===== src/tlsg_cfg.svh =====
// constants for the travel limit and speed guard
`ifndef TLSG_CFG_SVH
`define TLSG_CFG_SVH

// soft limit defaults, encoder counts either side of zero
`define TLSG_POS_LIM_DEF   32'h7ffff82f
`define TLSG_NEG_LIM_DEF   32'h800007d1

// error codes posted on a soft limit violation (130 and 131)
`define TLSG_ERR_NONE      8'h00
`define TLSG_ERR_POS       8'h82
`define TLSG_ERR_NEG       8'h83

// speed word: one lsb is this many nano-revolutions per second
`define TLSG_SPEED_LSB_NRPS  10000
// lowest programmable nonzero speed, nano-revolutions per second
`define TLSG_SPEED_MIN_NRPS  150000
// least speed in lsbs, rounded up to a whole lsb
`define TLSG_SPEED_MIN_CNT \
    ((`TLSG_SPEED_MIN_NRPS + `TLSG_SPEED_LSB_NRPS - 1) / \
     `TLSG_SPEED_LSB_NRPS)
// power-up speed is max speed shifted right by this (25 percent)
`define TLSG_SPEED_INIT_SHR  2

`endif


===== src/tlsg_pkg.sv =====
// types shared by the travel limit and speed guard
package tlsg_pkg;

    typedef logic signed [31:0] tlsg_pos_t;
    typedef logic        [31:0] tlsg_speed_t;
    typedef logic        [7:0]  tlsg_err_t;

    typedef enum logic [1:0] {
        REG_IDLE,
        REG_BOUNDED,
        REG_ENDLESS
    } tlsg_reg_state_t;

    typedef enum logic [1:0] {
        GUARD_IDLE,
        GUARD_WATCH,
        GUARD_HALT
    } tlsg_guard_state_t;

endpackage


===== src/tlsg_guard.sv =====
// travel limit and speed guard: soft limits, registration, speed clamp
`timescale 1ns/10ps
`include "tlsg_cfg.svh"

module tlsg_guard (
    input  wire logic                i_ref_clk,       // 40 MHz clock
    input  wire logic                i_nrst,          // sync reset, low
    input  wire logic                i_prog_start,    // program run, pulse
    // registration move
    input  wire logic                i_reg_limit_wr,  // distance write
    input  wire tlsg_pkg::tlsg_pos_t i_reg_limit_val, // distance, counts
    input  wire logic                i_reg_move_start,// registration start
    input  wire logic                i_reg_trigger,   // registration trigger
    // soft limits
    input  wire logic                i_pos_lim_wr,    // positive limit write
    input  wire tlsg_pkg::tlsg_pos_t i_pos_lim_val,   // absolute position
    input  wire logic                i_neg_lim_wr,    // negative limit write
    input  wire tlsg_pkg::tlsg_pos_t i_neg_lim_val,   // absolute position
    input  wire logic                i_check_on,      // enable command
    input  wire logic                i_check_off,     // disable command
    input  wire logic                i_err_clr,       // clear error code
    // motion state from the trajectory generator
    input  wire logic                i_move_active,   // motion in progress
    input  wire logic                i_move_dir,      // 1 = positive
    input  wire logic                i_homing,        // homing move
    input  wire tlsg_pkg::tlsg_pos_t i_abs_pos,       // commanded position
    // speed
    input  wire logic                i_speed_wr,      // speed write
    input  wire tlsg_pkg::tlsg_pos_t i_speed_val,     // signed request
    input  wire tlsg_pkg::tlsg_speed_t i_max_speed,   // configured maximum
    // outputs
    output tlsg_pkg::tlsg_pos_t      o_reg_limit,     // stored distance
    output logic                     o_reg_active,    // awaiting trigger
    output logic                     o_reg_bounded,   // distance applies
    output tlsg_pkg::tlsg_pos_t      o_reg_end_pos,   // bounded end point
    output logic                     o_reg_reached,   // end reached, pulse
    output logic                     o_reg_triggered, // trigger, pulse
    output tlsg_pkg::tlsg_pos_t      o_pos_lim,       // positive limit
    output tlsg_pkg::tlsg_pos_t      o_neg_lim,       // negative limit
    output logic                     o_check_en,      // limits checked
    output logic                     o_max_decel_stop,// stop at max accel
    output tlsg_pkg::tlsg_err_t      o_err_code,      // 0, 130 or 131
    output logic                     o_err_stb,       // new error, pulse
    output tlsg_pkg::tlsg_speed_t    o_target_speed   // applied speed
);
    import tlsg_pkg::*;

    // ------------------------------------------------------------
    // state
    // ------------------------------------------------------------
    typedef struct packed {
        tlsg_guard_state_t state;
        tlsg_pos_t         reg_limit;
        tlsg_pos_t         pos_lim;
        tlsg_pos_t         neg_lim;
        logic              check_en;
        logic              halt;
        tlsg_err_t         err_code;
        logic              err_stb;
        tlsg_speed_t       speed;
        logic              speed_init;
    } tlsg_guard_st_t;

    tlsg_guard_st_t st_ff;
    tlsg_guard_st_t nxt_st;

    localparam tlsg_speed_t SPEED_MIN =
        tlsg_speed_t'(`TLSG_SPEED_MIN_CNT);

    // ------------------------------------------------------------
    // helpers
    // ------------------------------------------------------------
    // negative requests fold to zero
    function automatic tlsg_pos_t floor_zero(input tlsg_pos_t v);
        floor_zero = (v < 0) ? 32'h0 : v;
    endfunction

    // positive speed request clamped between the least step and the maximum; zero or negative gives zero
    function automatic tlsg_speed_t clamp_speed(input tlsg_pos_t v,
                                                input tlsg_speed_t mx);
        tlsg_speed_t u;
        u = tlsg_speed_t'(floor_zero(v));
        if (u > mx) begin
            u = mx;
        end else if ((u != 32'h0) && (u < SPEED_MIN)) begin
            u = SPEED_MIN;
        end
        clamp_speed = u;
    endfunction

    // ------------------------------------------------------------
    // soft limit compare
    // ------------------------------------------------------------
    logic over_pos;
    logic over_neg;

    // each limit only looks in its own direction of travel
    assign over_pos = i_move_dir && (i_abs_pos > st_ff.pos_lim);
    assign over_neg = !i_move_dir && (i_abs_pos < st_ff.neg_lim);

    // ------------------------------------------------------------
    // next state
    // ------------------------------------------------------------
    always_comb begin
        nxt_st         = st_ff;
        nxt_st.err_stb = 1'b0;

        // registration distance; the program must load it first
        if (i_reg_limit_wr) begin
            nxt_st.reg_limit = floor_zero(i_reg_limit_val);
        end

        // soft limits stored as absolute positions
        if (i_pos_lim_wr) begin
            nxt_st.pos_lim = i_pos_lim_val;
        end
        if (i_neg_lim_wr) begin
            nxt_st.neg_lim = i_neg_lim_val;
        end

        // both limits switch together; off wins a same-cycle tie
        if (i_check_on) begin
            nxt_st.check_en = 1'b1;
        end
        if (i_check_off) begin
            nxt_st.check_en = 1'b0;
        end

        // speed: a write lands at once, even mid-move
        if (i_speed_wr) begin
            nxt_st.speed      = clamp_speed(i_speed_val, i_max_speed);
            nxt_st.speed_init = 1'b0;
        end else if (st_ff.speed_init) begin
            // max speed is sampled the cycle after reset release
            nxt_st.speed      = i_max_speed >> `TLSG_SPEED_INIT_SHR;
            nxt_st.speed_init = 1'b0;
        end

        if (i_err_clr) begin
            nxt_st.err_code = `TLSG_ERR_NONE;
        end

        // motion supervision
        unique case (st_ff.state)
            GUARD_IDLE: begin
                if (i_move_active && !i_homing) begin
                    nxt_st.state = GUARD_WATCH;
                end
            end
            GUARD_WATCH: begin
                if (!i_move_active || i_homing) begin
                    nxt_st.state = GUARD_IDLE;
                end else if (st_ff.check_en && (over_pos || over_neg)) begin
                    nxt_st.state    = GUARD_HALT;
                    nxt_st.halt     = 1'b1;
                    nxt_st.err_stb  = 1'b1;
                    // a new error wins over a clear in the same cycle
                    nxt_st.err_code = over_pos ? `TLSG_ERR_POS
                                               : `TLSG_ERR_NEG;
                end
            end
            GUARD_HALT: begin
                // hold the fast stop until the generator reports rest
                if (!i_move_active) begin
                    nxt_st.state = GUARD_IDLE;
                    nxt_st.halt  = 1'b0;
                end
            end
        endcase

        // a new program starts from the power-up limit setup
        if (i_prog_start) begin
            nxt_st.check_en = 1'b0;
            nxt_st.pos_lim  = `TLSG_POS_LIM_DEF;
            nxt_st.neg_lim  = `TLSG_NEG_LIM_DEF;
            nxt_st.state    = GUARD_IDLE;
            nxt_st.halt     = 1'b0;
        end
    end

    // ------------------------------------------------------------
    // registers
    // ------------------------------------------------------------
    always_ff @(posedge i_ref_clk) begin
        if (!i_nrst) begin
            st_ff.state      <= GUARD_IDLE;
            st_ff.reg_limit  <= 32'h0;
            st_ff.pos_lim    <= `TLSG_POS_LIM_DEF;
            st_ff.neg_lim    <= `TLSG_NEG_LIM_DEF;
            st_ff.check_en   <= 1'b0;
            st_ff.halt       <= 1'b0;
            st_ff.err_code   <= `TLSG_ERR_NONE;
            st_ff.err_stb    <= 1'b0;
            st_ff.speed      <= 32'h0;
            st_ff.speed_init <= 1'b1;
        end else begin
            st_ff <= nxt_st;
        end
    end

    // ------------------------------------------------------------
    // registration tracker
    // ------------------------------------------------------------
    tlsg_reg_track u_reg_track (
        .i_ref_clk   (i_ref_clk),
        .i_nrst      (i_nrst),
        .i_abort     (i_prog_start),
        .i_start     (i_reg_move_start),
        .i_trigger   (i_reg_trigger),
        .i_dir       (i_move_dir),
        .i_abs_pos   (i_abs_pos),
        .i_limit     (st_ff.reg_limit),
        .o_active    (o_reg_active),
        .o_bounded   (o_reg_bounded),
        .o_end_pos   (o_reg_end_pos),
        .o_reached   (o_reg_reached),
        .o_triggered (o_reg_triggered)
    );

    // ------------------------------------------------------------
    // outputs
    // ------------------------------------------------------------
    assign o_reg_limit      = st_ff.reg_limit;
    assign o_pos_lim        = st_ff.pos_lim;
    assign o_neg_lim        = st_ff.neg_lim;
    assign o_check_en       = st_ff.check_en;
    assign o_max_decel_stop = st_ff.halt;
    assign o_err_code       = st_ff.err_code;
    assign o_err_stb        = st_ff.err_stb;
    assign o_target_speed   = st_ff.speed;

endmodule // tlsg_guard


===== src/tlsg_reg_track.sv =====
// registration move tracker: bounds travel while awaiting a trigger
`timescale 1ns/10ps
`include "tlsg_cfg.svh"

module tlsg_reg_track (
    input  wire logic              i_ref_clk,    // system clock
    input  wire logic              i_nrst,       // sync reset, low
    input  wire logic              i_abort,      // program start pulse
    input  wire logic              i_start,      // registration move start
    input  wire logic              i_trigger,    // registration trigger
    input  wire logic              i_dir,        // 1 = positive direction
    input  wire tlsg_pkg::tlsg_pos_t i_abs_pos,  // commanded position
    input  wire tlsg_pkg::tlsg_pos_t i_limit,    // travel distance, >= 0
    output logic                   o_active,     // move awaiting trigger
    output logic                   o_bounded,    // distance limit applies
    output tlsg_pkg::tlsg_pos_t    o_end_pos,    // position to stop at
    output logic                   o_reached,    // end reached, pulse
    output logic                   o_triggered   // trigger taken, pulse
);
    import tlsg_pkg::*;

    typedef struct packed {
        tlsg_reg_state_t state;
        logic            dir;
        tlsg_pos_t       end_pos;
        logic            reached;
        logic            triggered;
        logic            active;
        logic            bounded;
    } tlsg_reg_st_t;

    tlsg_reg_st_t st_ff;
    tlsg_reg_st_t nxt_st;

    // ------------------------------------------------------------
    // next state
    // ------------------------------------------------------------
    always_comb begin
        nxt_st           = st_ff;
        nxt_st.reached   = 1'b0;
        nxt_st.triggered = 1'b0;
        unique case (st_ff.state)
            REG_IDLE: begin
                if (i_start && !i_abort) begin
                    nxt_st.dir = i_dir;
                    // end point wraps at the 32-bit position boundary
                    nxt_st.end_pos = i_dir ? i_abs_pos + i_limit
                                           : i_abs_pos - i_limit;
                    nxt_st.state = (i_limit == 32'h0) ? REG_ENDLESS
                                                      : REG_BOUNDED;
                end
            end
            REG_BOUNDED: begin
                if (i_trigger) begin
                    nxt_st.triggered = 1'b1;
                    nxt_st.state     = REG_IDLE;
                end else if (st_ff.dir ? (i_abs_pos >= st_ff.end_pos)
                                       : (i_abs_pos <= st_ff.end_pos)) begin
                    // no trigger: ends as an incremental move
                    nxt_st.reached = 1'b1;
                    nxt_st.state   = REG_IDLE;
                end
            end
            REG_ENDLESS: begin
                // no distance check: runs until a trigger
                if (i_trigger) begin
                    nxt_st.triggered = 1'b1;
                    nxt_st.state     = REG_IDLE;
                end
            end
        endcase
        if (i_abort) begin
            nxt_st.state = REG_IDLE;
        end
        // decoded ahead of the register so the outputs leave a flop
        nxt_st.active  = (nxt_st.state != REG_IDLE);
        nxt_st.bounded = (nxt_st.state == REG_BOUNDED);
    end

    always_ff @(posedge i_ref_clk) begin
        if (!i_nrst) begin
            st_ff <= '{state: REG_IDLE, dir: 1'b0, end_pos: 32'h0,
                       reached: 1'b0, triggered: 1'b0,
                       active: 1'b0, bounded: 1'b0};
        end else begin
            st_ff <= nxt_st;
        end
    end

    assign o_active    = st_ff.active;
    assign o_bounded   = st_ff.bounded;
    assign o_end_pos   = st_ff.end_pos;
    assign o_reached   = st_ff.reached;
    assign o_triggered = st_ff.triggered;

endmodule // tlsg_reg_track


===== config.mk =====
export PLATFORM = sky130hd
export DESIGN_NAME = tlsg_guard
export DESIGN_NICKNAME = d
export VERILOG_FILES = /design/src/tlsg_pkg.sv /design/src/tlsg_guard.sv /design/src/tlsg_reg_track.sv
export VERILOG_INCLUDE_DIRS = /design/src
export SDC_FILE = /design/constraint.sdc
export NUM_CORES = 1
export LEC_CHECK = 0
export BUFFER_PORTS_ARGS = -buffer_cell sky130_fd_sc_hd__buf_2
export CORE_ASPECT_RATIO = 0.75
export CORE_MARGIN = 4
export CORE_UTILIZATION = 54
export DETAILED_ROUTE_END_ITERATION = 10
export PLACE_DENSITY = 0.82
export SKIP_CTS_REPAIR_TIMING = 1
export SLEW_MARGIN = 20
export SYNTH_ARGS = -nofsm -noshare
export SYNTH_HDL_FRONTEND = slang
export SYNTH_SLANG_ARGS = --single-unit

===== constraint.sdc =====
create_clock -name i_ref_clk -period 4.4 [get_ports i_ref_clk]
set_input_delay 0.88 -clock i_ref_clk [delete_from_list [all_inputs] [get_ports i_ref_clk]]
set_output_delay 0.88 -clock i_ref_clk [all_outputs]
set_load 0.01 [all_outputs]

* Word level (Yosys, flattened, before mapping)
Cells that the tools add are included.
** Operators by class
- $add $sub $neg :: 2
- $lt $le $gt $ge :: 8
- Eq/ne operators :: 10
- Mux-type cells :: 29
- Bitwise logic cells :: 3
- Reductions and logical operators :: 28
** Operators by type and width (number)
- $mux 32 :: 5
- $mux 33 :: 2
- $gt 32x32->1 :: 2
- $lt 32x1->1 const B :: 2
- $mux 35 :: 1
- $add 32x32->32 :: 1
- $ge 32x32->1 :: 1
- $le 32x32->1 :: 1
- $logic_not 32->1 :: 1
- $lt 32x32->1 :: 1
- $lt 32x4->1 const B :: 1
- $reduce_bool 32->1 :: 1
- $sub 32x32->32 :: 1
- $mux 10 :: 2
- $mux 2 :: 9
- $pmux 2 s3 :: 2
- $mux 9 :: 1
- $reduce_or 3->1 :: 3
- $mux 8 :: 1
- $ne 2x2->1 const B :: 4
- $eq 2x1->1 const B :: 3
- $logic_and 1x1->1 :: 6
- $reduce_bool 2->1 :: 3
- $mux 1 :: 5
- 11 further kinds :: 21
** Storage, ports and cells
- Register bits after elaboration :: 181
- Output and inout bits :: 175
- Word-level logic and storage cells :: 97

* Longest topological paths before layout
- Depth after elaboration :: 7
- Depth in mapped cells :: 17
- Gate-level depth less buffers :: 17

* By module
A second synthesis with hierarchy kept.
** Unflattened totals
- Cells, all modules :: 1723
- Area, all modules :: 13997.2 sq um
** Modules (own cells, without submodules)
- tlsg_guard :: instances 1, cells an instance 1090, area an instance 9252.6 sq um, seq. area each 2822.7 sq um
- tlsg_reg_track :: instances 1, cells an instance 633, area an instance 4744.6 sq um, seq. area each 780.7 sq um

* Least setup slack after synthesis
No wires, ideal clock.
- Path kind :: input to register
- Start :: in i_move_dir
- End :: reg u_reg_track.st_ff, in the netlist u_reg_track.o_end_pos[29]
- Library setup time :: 0.132 ns
- Arrival :: 3.720 ns
- Data required time :: 4.268 ns
- Path slack :: 0.548 ns
- Cell stages on the path :: 14
- Buffers on the path :: 2
- Cell sequence :: clkbuf_1 -> clkbuf_1 -> nor2_1 -> xor2_1 -> ha_1 -> a21oi_1 -> nand2_1 -> a311oi_4 -> o22ai_2 -> a21o_1 -> a2111oi_4 -> o32ai_1 -> mux2i_1 -> o311ai_1
** On the way
- Longest elaborated chain between the ends :: 1
** RTL lines
- start, declared :: line tlsg_guard.sv:24 : input wire logic i_move_dir,
- $mux 32 :: line tlsg_reg_track.sv:47 : nxt_st.end_pos = i_dir ? i_abs_pos + i_limit
- end signal, assigned :: line tlsg_reg_track.sv:82 : st_ff <= '{state: REG_IDLE, dir: 1'b0, end_pos: 32'h0,
- end signal, assigned :: line tlsg_reg_track.sv:86 : st_ff <= nxt_st;
- end, declared :: line tlsg_reg_track.sv:32 : tlsg_reg_st_t st_ff;
Every way passes these cells.
A chain may end at the register's enable or synchronous reset.

* Worst setup path after layout
- Start :: reg st_ff, in the netlist o_reg_limit[6]
- End :: reg u_reg_track.st_ff, in the netlist u_reg_track.o_end_pos[27]
** On the way
- Longest elaborated chain between the ends :: 2
** RTL lines
- start, declared :: line tlsg_guard.sv:64 : tlsg_guard_st_t st_ff;
- start signal, assigned :: line tlsg_guard.sv:197 : st_ff <= nxt_st;
- $sub 32x32->32 or $add 32x32->32 (tied branches) :: line tlsg_reg_track.sv:48, tlsg_reg_track.sv:47
- $mux 32 * :: line tlsg_reg_track.sv:47
Every way passes the cells marked *; elsewhere a longest branch is shown, timed or not.

==> results.py <==
metrics = {
    "route": {
        "drc_errors": 0,
        "route.vias.total": 12800,
        "wl_per_cell_microns": 19.4,
        "via_per_inst": 5.73,
        "routed_wl_microns": 43600,
        "detail-route-antenna-nets": 0,
        "drt_iter0_markers": 1068,
        "firstDrtPassIters": 5,
    },
    "sta": {
        "fmax_ghz": 0.241,
        "drv_slew": 0,
        "finClkSkew_ns": 0.0132,
        "min_period_ns": 4.15,
        "slew_headroom": 0.264,
        "setup_ws_ns": 0.252,
        "hold_viol_final": 0,
        "setup_viol": 0,
        "timing.setup.tns_ns": 0,
        "finalCritPeriodShare": 0.943,
        "worst_pin_slew_ns": 1.10,
    },
    "global_route": {
        "grt-ovfl-total": 0,
        "grt_pass1_vias": 12500,
        "gr-usage-all-layers": 0.295,
        "grt_start_max_net_pins": 65,
        "antenna_found_initial": 2,
        "grt_pass1_wl_microns": 68100,
    },
    "power_and_ir_drop": {
        "seqPwrFrac": 0.374,
        "ir_worst_vdd_uv": 271,
        "combPwrFrac": 0.302,
        "internal_power_uw": 3140,
        "pwr-share-clk": 0.324,
        "p_leak_uw": 0.00787,
        "power_uw": 4810,
        "powerDensity_nw_per_um2": 311,
        "switching_share": 0.347,
        "p_switching_uw": 1670,
    },
    "worst_hold_path": {
        "holdPathEnd": "o_err_code[6]",
        "holdPathStages": 1,
        "hold_path.class": "flip-flop to flip-flop",
        "hold_start": "o_err_code[6]",
    },
    "setup_path": {
        "cp.depth": 16,
        "critPathLaunchType": "flip-flop",
        "cp.required_ns": 4.70,
        "rr_worst_depth": 16,
        "critPathMaxFanout": 7,
        "crit_slowest_cell": "or4_1",
        "arrival_ns": 4.44,
        "crit_top_cell": "a21oi_1",
        "reg2reg_to": "u_reg_track.o_end_pos[27]",
        "rrSetupSlack_ns": 0.25,
        "cp_num_buf_inv": 0,
        "cp_cell_sequence": "or4_1 > nor3_1 > nand2_1 > nor2_2 > a21oi_1 > xor2_1 > ha_1 > a21oi_1 > o21ai_0 > nand3_1 > nand3_1 > a21oi_1 > nor3_1 > o41ai_1 > or4_1 > o311ai_0",
        "endpoint_kind": "flip-flop",
        "crit_path_max_incr_delay_ns": 0.55,
        "reg2reg_from": "o_reg_limit[6]",
        "crit_family": "simple AND/OR/NAND/NOR gates",
        "worstSetupPathType": "flip-flop to flip-flop",
    },
    "yosys": {
        "synthCells": 1704,
        "synth.distinct_cells": 81,
        "synth_top_flop_cell": "dfxtp_1",
        "avgSynthCellArea_sq_um": 8.17,
        "synth-edff-count": 0,
        "async_flop_share": 0,
        "seq_area_frac_synth": 0.259,
        "synthesis.area_sq_um": 13900,
        "synth-seq-cells": 180,
        "synth_nets": 2076,
        "ys_warn_count": 0,
    },
    "clock_network": {
        "cts_tree": "done",
        "clockRootBuffer": "clkbuf_16",
        "ctsHtreeMaxLevel": 4,
        "cts_made_buffers": 17,
        "clkSlewWorstSetupHoldPaths_ns": 0.08,
        "insertion_delay_ns": 0.45,
        "cts_sinks": 180,
        "clock_path_buffers": 2,
    },
    "run_status": {
        "run_status": "finished, final reports clean",
    },
    "finish": {
        "area_growth_pct": 11.1,
        "mostFrequentLayoutCells": "380 x buf_2, 179 x dfxtp_1, 164 x ha_1",
        "drive_gt1_frac": 0.244,
        "final_cell_area_sq_um": 15500,
        "layoutNonFillerInstCount": 2242,
        "finalNetCount": 2260,
        "final_common_cell": "buf_2",
    },
    "floorplanning": {
        "rows": 50,
        "num_io_pins": 382,
        "die_area_sq_um": 28400,
        "core_area_sq_um": 25100,
        "die_w_microns": 193,
        "start_util": 0.553,
        "die_y_microns": 147,
    },
    "placement": {
        "gp_congestion": 0.943,
        "placed_area_sq_um": 14800,
        "dp_hpwl_microns": 35000,
        "port_buffers": 380,
        "pre_cts_ws_ns": 0.173,
        "place_inst": 2206,
    },
    "run": {
        "max-cap-violations": 0,
    },
}
==> synthesized netlist by cell type (23+ instances only) <==
master,number,area [sq um]
mux2i_1,92,921
a21oi_1,133,666
ha_1,164,2050
clkbuf_1,53,199
o22ai_1,29,181
nor2b_1,66,413
nand3_1,26,130
inv_1,154,578
a21o_1,37,278
xnor2_1,23,201
dfxtp_1,180,3600
nand4_1,28,175
nor2_1,133,499
nand2_1,117,439
buf_4,170,1280
o21ai_0,33,165
o211ai_1,38,285
xor2_1,31,272
==> stage by stage <==
stage	utilization	hold WS (ns)
final	0.615	0.464
after global routing	0.615	0.481
after CTS	0.614	0.465
after detailed placement	0.590	0.439
after global placement	0.590	0.443
after floorplan	-	0.431
==> state kept, by name, summed over array words and instances (netlist names) <==
signal                   flops
o_max_decel_stop             1
o_reg_limit                 31
o_err_stb                    1
o_target_speed              32
o_err_code                   8
u_reg_track.o_active         1
u_reg_track.o_bounded        1
st_ff                        3
u_reg_track.o_end_pos       32
u_reg_track.o_triggered      1
u_reg_track.o_reached        1
o_check_en                   1
o_pos_lim                   32
u_reg_track.st_ff            3
o_neg_lim                   32
==> routing by layer <==
layer	global-route usage	up-vias	wire, microns
met5	0	-	0
li1	-	6148	-
met1	0.406	5993	20000
met4	0.0998	0	1340
met2	0.454	602	18800
met3	0.0708	96	3410
==> final cells by class <==
cell class | count | area (sq um)
fillers | 2240 | 9680
multi-input cells | 1140 | 8250
flip-flops and latches | 180 | 3600
repair buffers | 395 | 2010
inverters | 154 | 578
clock buffers | 19 | 443
well taps | 338 | 423
clock inverters | 13 | 144
diodes | 3 | 7.51
==> cells by family (layout without fill, tap and decap cells) <==
| family | after synthesis | in the layout | synth area share |
|---|---|---|---|
| buf+inv | 384 | 581 | 0.150 |
| compound gates | 367 | 367 | 0.175 |
| other cells | 1 | 4 | 0.000269 |
| flops | 180 | 180 | 0.259 |
| xor+xnor | 56 | 56 | 0.0363 |
| simple gates | 457 | 457 | 0.163 |
| fa+ha+maj | 165 | 165 | 0.149 |
| mux | 94 | 94 | 0.0678 |
==> how the worst max path moves through the flow <==
stage / startpoint / endpoint / slack (ns)
after detailed placement: o_reg_limit[6] / u_reg_track.o_end_pos[30] / 0.17
after global routing: o_reg_limit[6] / u_reg_track.o_end_pos[30] / -0.03
after global placement: o_reg_limit[6] / u_reg_track.o_end_pos[30] / 0.26
after CTS: o_reg_limit[6] / u_reg_track.o_end_pos[30] / 0.14
after floorplan: i_move_dir / u_reg_track.o_end_pos[29] / 0.55
final: o_reg_limit[6] / u_reg_track.o_end_pos[27] / 0.25
==> power by group through the flow <==
stage          registers (uW)  clock network (uW)  logic (uW)
2_1_floorplan            1800                   0        1080
3_3_place_gp             1830                   0        1380
3_5_place_dp             1830                   0        1420
4_1_cts                  1790                1580        1430
5_1_grt                  1810                1640        1600
6_report                 1800                1560        1450
==> worst register-to-register path, delay by kind of cell, from the launching register on <==
kind | cells | cell delay, ns
AO/OA/AOI/OAI | 6 | 1.41
adder cells (fa/ha/maj) | 1 | 0.37
XOR/XNOR | 1 | 0.16
flip-flops | 1 | 0.34
AND/OR/NAND/NOR | 8 | 1.72
Power figures use the tool's default switching activity.
